--- src/verilog/msfs_pkg.sv ---
`default_nettype none
package msfs_pkg;
    // address space
    localparam int ADDR_W = 11;
    localparam logic [2:0] BANK_MEAS = 3'h0;
    localparam logic [2:0] BANK_CFG = 3'h1;
    localparam logic [2:0] BANK_WAVE_LO = 3'h2;
    localparam logic [2:0] BANK_WAVE_HI = 3'h4;
    localparam logic [10:0] WAVE_FIRST = 11'h200;
    localparam logic [10:0] WAVE_LAST = 11'h4ff;
    localparam logic [10:0] READ_CHECK_ADDR = 11'h08c;
    localparam logic [10:0] WRITE_CHECK_ADDR = 11'h08d;
    // command byte fields
    localparam int CMD_DIR_BIT = 7;
    localparam int CMD_BANK_LSB = 4;
    localparam int CMD_BL_LSB = 2;
    localparam logic CMD_DIR_WRITE = 1'b1;
    // burst lengths in words
    localparam logic [4:0] BURST_1 = 5'h01;
    localparam logic [4:0] BURST_4 = 5'h04;
    localparam logic [4:0] BURST_8 = 5'h08;
    localparam logic [4:0] BURST_16 = 5'h10;
    // bits per byte and last bit index
    localparam int BYTE_W = 8;
    localparam logic [2:0] LAST_BIT = 3'h7;
    // read data arrives one cycle after the request pulse
    localparam int READ_LATENCY = 1;
endpackage
`default_nettype wire

--- src/verilog/msfs_spi_slave.sv ---
`default_nettype none
// Overview of operation
// - slave only; host drives serial clock and select
// - 11-bit address; 0x000-0x0ff measurement, 0x100-0x1ff configuration
// - six 128-address waveform buffer blocks, 0x200 up to 0x4ff
// - select falling opens a frame; rising returns port to idle
// - outgoing bits launched on rising clock, incoming sampled on falling
// - serial output released whenever select is high
// - command byte: direction, three bank bits, burst field, two zeros
// - burst field 00/01/10/11 means 1/4/8/16 addresses read
// - waveform reads honour burst length and increment address per word
// - burst field unused for writes and other reads, still summed
// - whole bytes msb first; words most significant byte first
// - on reads device sends inverted sum as last byte
// - checksum is inverted 8-bit sum of address, command, data
// - bank 0 measurement, 1 configuration, 2 to 4 waveform buffer
// - read-check word at 0x8c holds last word read
// - write-check word at 0x8d holds last word written
module msfs_spi_slave #(
    parameter int WORD_BYTES = 3
) (
    input wire logic clk,
    input wire logic reset,
    input wire logic serial_clk,
    input wire logic port_select_n,
    input wire logic serial_in_line,
    output logic serial_out_line,
    output logic serial_out_oe,
    output logic [10:0] reg_addr,
    output logic reg_rd_req,
    input wire logic [8*WORD_BYTES-1:0] reg_rd_data,
    output logic reg_wr_req,
    output logic [8*WORD_BYTES-1:0] reg_wr_data,
    output logic csum_error,
    output logic [8*WORD_BYTES-1:0] read_check,
    output logic [8*WORD_BYTES-1:0] write_check
);
    localparam int W = 8 * WORD_BYTES;

    if (WORD_BYTES < 1 || WORD_BYTES > 4) begin : g_chk
        $error("WORD_BYTES must be 1 to 4");
    end

    typedef enum logic [2:0] {
        MSFS_IDLE, MSFS_ADDR, MSFS_CMD, MSFS_WR_DATA,
        MSFS_WR_SUM, MSFS_RD_DATA, MSFS_RD_SUM, MSFS_DONE
    } msfs_state_t;

    // synchronisers for the host pins; only stage two onward is read
    logic sclk_s1, sclk_s2, sclk_s3;
    logic csn_s1, csn_s2, csn_s3;
    logic sdi_s1, sdi_s2;

    // host pins only sampled, device never drives the clock
    always_ff @(posedge clk or posedge reset) begin
        if (reset) begin
            sclk_s1 <= 1'b0;
            sclk_s2 <= 1'b0;
            sclk_s3 <= 1'b0;
            csn_s1 <= 1'b1;
            csn_s2 <= 1'b1;
            csn_s3 <= 1'b1;
            sdi_s1 <= 1'b0;
            sdi_s2 <= 1'b0;
        end else begin
            sclk_s1 <= serial_clk;
            sclk_s2 <= sclk_s1;
            sclk_s3 <= sclk_s2;
            csn_s1 <= port_select_n;
            csn_s2 <= csn_s1;
            csn_s3 <= csn_s2;
            sdi_s1 <= serial_in_line;
            sdi_s2 <= sdi_s1;
        end
    end

    // edge events of the synchronised pins
    logic rise, fall, sel_fall, sel_rise;
    assign rise = sclk_s2 & ~sclk_s3;
    assign fall = ~sclk_s2 & sclk_s3;
    assign sel_fall = ~csn_s2 & csn_s3;
    assign sel_rise = csn_s2 & ~csn_s3;

    msfs_state_t state, next_state;
    logic [2:0] bit_cnt, next_bit_cnt;
    logic [1:0] byte_cnt, next_byte_cnt;
    logic [4:0] words_left, next_words_left;
    logic [7:0] rx_sh, next_rx_sh;
    logic [7:0] tx_sh, next_tx_sh;
    logic [7:0] sum, next_sum;
    logic [10:0] next_reg_addr;
    logic [W-1:0] word, next_word;
    logic [W-1:0] next_reg_wr_data;
    logic [1:0] ld, next_ld;
    logic next_sout, next_oe, next_rd_req, next_wr_req, next_cerr;
    logic [W-1:0] next_rchk, next_wchk;

    // byte completed on this falling edge, and its value
    logic byte_end;
    logic [7:0] rx_byte;
    logic [W+7:0] wr_shift;
    logic [W-1:0] rd_src;
    logic [2:0] cmd_bank;
    logic [4:0] cmd_burst;
    logic last_byte;
    assign byte_end = fall && (bit_cnt == msfs_pkg::LAST_BIT);
    assign rx_byte = {rx_sh[6:0], sdi_s2};
    assign wr_shift = {reg_wr_data, rx_byte};
    assign last_byte = (byte_cnt == 2'(WORD_BYTES - 1));
    assign cmd_bank = rx_byte[msfs_pkg::CMD_BANK_LSB +: 3];

    // byte idx of a word, most significant first
    function automatic logic [7:0] byte_of(input logic [W-1:0] w,
                                           input logic [1:0] idx);
        int sh;
        sh = (WORD_BYTES - 1 - int'(idx)) * msfs_pkg::BYTE_W;
        return 8'(w >> sh);
    endfunction

    // burst length only for waveform banks
    always_comb begin
        cmd_burst = msfs_pkg::BURST_1;
        if (cmd_bank >= msfs_pkg::BANK_WAVE_LO &&
            cmd_bank <= msfs_pkg::BANK_WAVE_HI) begin
            case (rx_byte[msfs_pkg::CMD_BL_LSB +: 2])
                2'h0: cmd_burst = msfs_pkg::BURST_1;
                2'h1: cmd_burst = msfs_pkg::BURST_4;
                2'h2: cmd_burst = msfs_pkg::BURST_8;
                default: cmd_burst = msfs_pkg::BURST_16;
            endcase
        end
    end

    // read source, check words answered locally
    always_comb begin
        if (reg_addr == msfs_pkg::READ_CHECK_ADDR) begin
            rd_src = read_check;
        end else if (reg_addr == msfs_pkg::WRITE_CHECK_ADDR) begin
            rd_src = write_check;
        end else begin
            rd_src = reg_rd_data;
        end
    end

    // frame sequencer next values
    always_comb begin
        next_state = state;
        next_bit_cnt = bit_cnt;
        next_byte_cnt = byte_cnt;
        next_words_left = words_left;
        next_rx_sh = rx_sh;
        next_tx_sh = tx_sh;
        next_sum = sum;
        next_reg_addr = reg_addr;
        next_word = word;
        next_reg_wr_data = reg_wr_data;
        next_ld = {ld[0], 1'b0};
        next_sout = serial_out_line;
        next_oe = serial_out_oe;
        next_rd_req = 1'b0;
        next_wr_req = 1'b0;
        next_cerr = 1'b0;
        next_rchk = read_check;
        next_wchk = write_check;
        if (csn_s2) begin
            next_state = MSFS_IDLE;
            next_oe = 1'b0;
            next_ld = 2'h0;
        end else if (sel_fall) begin
            next_state = MSFS_ADDR;
            next_bit_cnt = 3'h0;
            next_byte_cnt = 2'h0;
            next_sum = 8'h00;
        end else begin
            // sample on falling edge
            if (fall) begin
                next_rx_sh = rx_byte;
                next_bit_cnt = bit_cnt + 3'h1;
            end
            // launch on rising edge
            if (rise && serial_out_oe) begin
                next_sout = tx_sh[7];
                next_tx_sh = {tx_sh[6:0], 1'b0};
            end
            // fetched word arrives, first byte staged
            if (ld[1]) begin
                next_word = rd_src;
                next_rchk = rd_src;
                next_tx_sh = byte_of(rd_src, 2'h0);
                next_sum = sum + byte_of(rd_src, 2'h0);
            end
            case (state)
                MSFS_IDLE: begin
                end
                MSFS_ADDR: begin
                    if (byte_end) begin
                        next_reg_addr[7:0] = rx_byte;
                        next_sum = sum + rx_byte;
                        next_state = MSFS_CMD;
                    end
                end
                MSFS_CMD: begin
                    if (byte_end) begin
                        next_reg_addr[10:8] = cmd_bank;
                        next_sum = sum + rx_byte;
                        next_words_left = cmd_burst;
                        next_byte_cnt = 2'h0;
                        if (rx_byte[msfs_pkg::CMD_DIR_BIT] ==
                            msfs_pkg::CMD_DIR_WRITE) begin
                            next_state = MSFS_WR_DATA;
                        end else begin
                            next_state = MSFS_RD_DATA;
                            next_rd_req = 1'b1;
                            next_ld = {ld[0], 1'b1};
                            next_oe = 1'b1;
                        end
                    end
                end
                MSFS_WR_DATA: begin
                    if (byte_end) begin
                        next_reg_wr_data = wr_shift[W-1:0];
                        next_sum = sum + rx_byte;
                        next_byte_cnt = byte_cnt + 2'h1;
                        if (last_byte) begin
                            next_state = MSFS_WR_SUM;
                        end
                    end
                end
                MSFS_WR_SUM: begin
                    if (byte_end) begin
                        next_state = MSFS_DONE;
                        if (rx_byte == ~sum) begin
                            next_wr_req = 1'b1;
                            next_wchk = reg_wr_data;
                        end else begin
                            next_cerr = 1'b1;
                        end
                    end
                end
                MSFS_RD_DATA: begin
                    if (byte_end) begin
                        next_byte_cnt = 2'h0;
                        if (!last_byte) begin
                            next_byte_cnt = byte_cnt + 2'h1;
                            next_tx_sh = byte_of(word, byte_cnt + 2'h1);
                            next_sum = sum + next_tx_sh;
                        end else if (words_left == 5'h01) begin
                            next_state = MSFS_RD_SUM;
                            next_tx_sh = ~sum;
                        end else begin
                            next_words_left = words_left - 5'h01;
                            next_reg_addr = reg_addr + 11'h001;
                            next_rd_req = 1'b1;
                            next_ld = {ld[0], 1'b1};
                        end
                    end
                end
                MSFS_RD_SUM: begin
                    if (byte_end) begin
                        next_state = MSFS_DONE;
                        next_oe = 1'b0;
                    end
                end
                MSFS_DONE: begin
                end
                default: next_state = MSFS_IDLE;
            endcase
        end
    end

    // frame sequencer registers
    always_ff @(posedge clk or posedge reset) begin
        if (reset) begin
            state <= MSFS_IDLE;
            bit_cnt <= 3'h0;
            byte_cnt <= 2'h0;
            words_left <= 5'h00;
            rx_sh <= 8'h00;
            tx_sh <= 8'h00;
            sum <= 8'h00;
            reg_addr <= 11'h000;
            word <= '0;
            reg_wr_data <= '0;
            ld <= 2'h0;
            serial_out_line <= 1'b0;
            serial_out_oe <= 1'b0;
            reg_rd_req <= 1'b0;
            reg_wr_req <= 1'b0;
            csum_error <= 1'b0;
            read_check <= '0;
            write_check <= '0;
        end else begin
            state <= next_state;
            bit_cnt <= next_bit_cnt;
            byte_cnt <= next_byte_cnt;
            words_left <= next_words_left;
            rx_sh <= next_rx_sh;
            tx_sh <= next_tx_sh;
            sum <= next_sum;
            reg_addr <= next_reg_addr;
            word <= next_word;
            reg_wr_data <= next_reg_wr_data;
            ld <= next_ld;
            serial_out_line <= next_sout;
            serial_out_oe <= next_oe;
            reg_rd_req <= next_rd_req;
            reg_wr_req <= next_wr_req;
            csum_error <= next_cerr;
            read_check <= next_rchk;
            write_check <= next_wchk;
        end
    end
endmodule
`default_nettype wire
--- config.mk ---
export PLATFORM = sky130hd
export DESIGN_NAME = msfs_spi_slave
export DESIGN_NICKNAME = d
export VERILOG_FILES = /design/src/verilog/msfs_pkg.sv /design/src/verilog/msfs_spi_slave.sv
export SDC_FILE = /design/constraint.sdc
export NUM_CORES = 1
export LEC_CHECK = 0
export ABC_AREA = 1
export BUFFER_PORTS_ARGS = -buffer_cell sky130_fd_sc_hd__buf_2
export CELL_PAD_IN_SITES_DETAIL_PLACEMENT = 1
export CELL_PAD_IN_SITES_GLOBAL_PLACEMENT = 1
export CORE_MARGIN = 2
export CORE_UTILIZATION = 30
export DETAILED_ROUTE_END_ITERATION = 12
export PLACE_DENSITY_LB_ADDON = 0.1
export RECOVER_POWER = 100
export SKIP_LAST_GASP = 1
export SYNTH_ARGS = -nofsm -noshare
export SYNTH_HDL_FRONTEND = slang
export SYNTH_SLANG_ARGS = --single-unit
--- constraint.sdc ---
create_clock -name clk -period 4.1 [get_ports clk]
set_input_delay 0.82 -clock clk [delete_from_list [all_inputs] [get_ports clk]]
set_output_delay 0.82 -clock clk [all_outputs]
set_load 0.01 [all_outputs]
==> qor.txt <==
=========================================================================================
Pins over their slew limit                                                            133
Effective utilization at floorplan                                                  30.2%
Clock H-tree levels                                                                     4
Number of cells traversed by the worst hold path                                        0
Initial antenna violation count                                                         0
Cell count after synthesis                                                            984
Net total in the final layout                                                        1163
Area overhead of the layout relative to synthesis                                   18.0%
CTS tree                                                                            built
Crit. End Element                                                                    flop
Worst path required time                                                          4.41 ns
Count of flip-flops with a built-in enable after synthesis                              0
Area share of the largest cell type after synthesis                                 43.1%
Starting DRC count in detailed routing                                                308
Count of distinct cell types in the synthesized netlist                                50
Worst clock skew on the final layout                                            0.0137 ns
Power density of the placed cells                                             359 mW/mm^2
Depth of the worst register-to-register path                                           21
Clock tree root buffer cell                                                     clkbuf_16
Headroom to the max-slew limit                                                     -48.3%
Critical R2R Capture                                                               sum[6]
Final Core Density                                                                  35.6%
Worst setup SP type                                                                  flop
Unrepaired setup endpoints after global routing                                     false
Count of maximum capacitance violations                                                 3
Hold Path End                                                                     sclk_s2
Post-CTS setup-driven buffer insertion count                                            0
CTS clock-pin slew for the worst setup and hold paths                             0.07 ns
Final critical path time including I/O delays and setup                           3.64 ns
Final Routed Wirelength                                                           27.4 mm
Total Negative Setup Slacks                                                          0 ns
Row count                                                                              58
Fraction of the yosys area taken by sequential cells                                44.2%
Proportion of register bits with asynchronous set or reset after synthesis           100%
Aggregate global-route resource usage                                               21.4%
Maximum buffer depth of the clock tree                                                  2
Setup violations, final                                                                 0
Largest fanout of any net on the critical path                                          6
Die extent in y                                                                    163 um
Static leakage                                                                    4.18 nW
Origin of the worst min-delay path                                                sclk_s1
Top Ports                                                                             117
Power consumption                                                                 3.19 mW
Startpoint of the worst-slack reg-to-reg timing path                          reg_addr[4]
Clock buffers created by TritonCTS                                                     17
Width of the chip                                                                  163 um
Tcrit/Tclk final                                                                    88.7%
Library cell with the highest instance count after synthesis                      nand2_1
FMAX                                                                              275 MHz
Yosys warning total                                                                     0
Post-route antenna net violation count                                                  0
Biggest area consumer among synthesized cells                                     dfrtp_1
DRT Pass-1 Iters                                                                        4
Met3 capacity usage during global routing                                           3.62%
Placer Congestion                                                                   0.838
Average wire per cell in the routed design                                        19.0 um
Wire length of the first global-routing pass                                      42.6 mm
Share of post-route cells with drive strength above 1                               6.65%
Final global-route overflow total                                                       0
Worst endpoint data arrival time                                                  3.95 ns
Run status                                                                   finished, violations left
Vias/cell                                                                            4.88
Number of antenna repair diodes                                                         0
Remaining DRCs                                                                          0
Dpl hpwl                                                                          21.0 mm
Gr busiest metal                                                                     met2
Vias in the first global route                                                       7162
Failing checks                                                               max-capacitance violations, max-slew violations
Net count of the mapped netlist                                                      1047
Tightest Hold Check Type                                                     flop to flop
Syn avg cell area                                                               7.67 um^2
Worst ir drop on vdd                                                             0.245 mV
Core area                                                                     0.0250 mm^2
Total of buffers placed on input and output ports                                     116
Area of the mapped netlist                                                   0.00754 mm^2
Synth area leaders                                                           dfrtp_1 (43%), nand2_1 (13%), o21ai_0 (8.0%)
Number of sinks driven by the clock tree                                              133
Final hold violations                                                                   0
Class of the most critical setup path                                        flop to flop
Maximum number of pins on one net before global-route repair                           49
Die Footprint                                                                 0.0264 mm^2
Global-route track usage on met2                                                    33.8%
Met1 Track Usage GR                                                                 30.4%
Commonest register cell after synthesis                                           dfrtp_1
Total of hold buffers inserted after clock tree synthesis                               0
PnR worst setup slack                                                            0.463 ns
Worst reg-to-reg setup slack                                                      0.46 ns
Total vias in the final route                                                        7044
Pre-CTS WS                                                                       0.400 ns
Flip-flop and latch count after synthesis                                             133
Top cells by instance count after synthesis                                  nand2_1 (265), dfrtp_1 (130), o21ai_0 (121)
Actual transition at the worst max-transition pin                                 2.22 ns
Insertion delay of the later-clocked pin in the worst-skew pair                   0.43 ns
=========================================================================================
-- worst max path at each step --
stage / slack (ns) / cells past startpoint / start / endpoint
detailed placement: 0.40 / 19 / reg_addr[4] / sum[6]
floorplan: 1.18 / 23 / reg_addr[1] / sum[6]
CTS: 0.38 / 22 / reg_addr[1] / sum[6]
global placement: 0.44 / 20 / reg_addr[7] / sum[6]
finish: 0.46 / 21 / reg_addr[4] / sum[6]
global route: 0.06 / 22 / reg_addr[7] / sum[6]
-- repair_timing --
item / in CTS / in global routing
resized for setup: 0 / 1
setup endpoints to repair: 0 / 1
endpoints found under the hold margin: 0 / 0
-- worst max-delay path, stage by stage (launching register included) --
cell	delay, ns
dfrtp_1	0.46
nor2_1	0.17
nand2_1	0.08
nor2_2	0.18
nand2_1	0.18
nand2_1	0.09
o21ai_0	0.16
nand2_1	0.10
o21ai_0	0.12
inv_1	0.12
ha_1	0.19
inv_1	0.06
fa_1	0.41
nand3b_1	0.20
nand2_1	0.08
nand2_1	0.06
a21oi_1	0.21
nor2_1	0.07
nand2_1	0.06
nand3_1	0.09
a21boi_1	0.32
nand2_1	0.08
-- stage by stage --
step / cell area, um^2 / hold slack, ns / instances
3_3_place_gp: 8510 / 0.333 / 1411
3_5_place_dp: 8510 / 0.341 / 1411
5_1_grt: 8900 / 0.358 / 1443
4_1_cts: 9100 / 0.356 / 1443
2_1_floorplan: 7550 / 0.331 / 984
6_report: 8900 / 0.353 / 1443
-- placed cells by master (no fill, tap or decap), types with 2 or more instances in the layout --
master and n:
nor2_2 2, nand4_1 6, nand3b_1 5, inv_6 4, clkinvlp_4 2, ha_1 31
o22ai_1 9, a31oi_1 9, a21oi_1 65, fa_1 3, clkbuf_16 17, dfstp_2 2
inv_1 104, buf_4 4, o21ai_1 4, nand2_1 266, o21ai_0 126, a22oi_1 3
clkbuf_1 97, nor3_1 3, nand3_1 48, o21bai_1 2, a32o_1 2, xnor2_1 6
o211ai_1 5, buf_2 28, nor2_1 86, xor2_1 5, inv_8 5, dfrtp_1 130
a211oi_1 9
-- state kept, by name (all words and copies together) (netlist names) --
| name | count |
|---|---|
| bit_cnt | 3 |
| byte_cnt | 2 |
| csn_s1 | 1 |
| csn_s2 | 1 |
| csn_s3 | 1 |
| csum_error | 1 |
| ld | 2 |
| reg_addr | 11 |
| reg_wr_data | 24 |
| reg_wr_req | 1 |
| rx_sh | 7 |
| sclk_s1 | 1 |
| sclk_s2 | 1 |
| sclk_s3 | 1 |
| sdi_s1 | 1 |
| sdi_s2 | 1 |
| serial_out_line | 1 |
| serial_out_oe | 1 |
| state | 3 |
| sum | 8 |
| tx_sh | 8 |
| word | 24 |
| words_left | 5 |
| write_check | 24 |
-- cell families (layout without fill, tap and decap cells) --
family                     count (synthesis)  count (layout)  share of synthesized area [%]
AOI/OAI and AO/OA                        244             244                           17.7
xor gates and xnor gates                  11              11                           1.28
adders and majority gates                 34              34                           5.94
buffers and inverters                    139             268                           7.35
DFF                                      133             133                           44.2
muxes                                      2               2                          0.332
and+or+nand+nor                          421             421                           23.2
-- layer usage --
metal | share of wire [%] | routed length [um] | up-vias
met2 | 46 | 12600 | 119
met1 | 49 | 13500 | 3418
met5 | 0 | 0 | -
met3 | 3.0 | 834 | 24
li1 | - | - | 3483
met4 | 1.5 | 414 | 0
-- power breakdown --
group,total [mW],internal (mW),switching (mW)
Clock,1.58,0.869,0.713
Combinational,0.241,0.0708,0.170
Sequential,1.37,1.33,0.0351
-- cell type report --
cell class | instances | area [um^2]
Multi-Input combinational cell | 712 | 3620
Sequential cell | 133 | 3330
Inverter | 107 | 403
Tap cell | 330 | 413
Timing Repair Buffer | 129 | 543
Fill cell | 3151 | 16100
Clock inverter | 14 | 161
Clock buffer | 18 | 429
(Power assumes the default switching activity.)
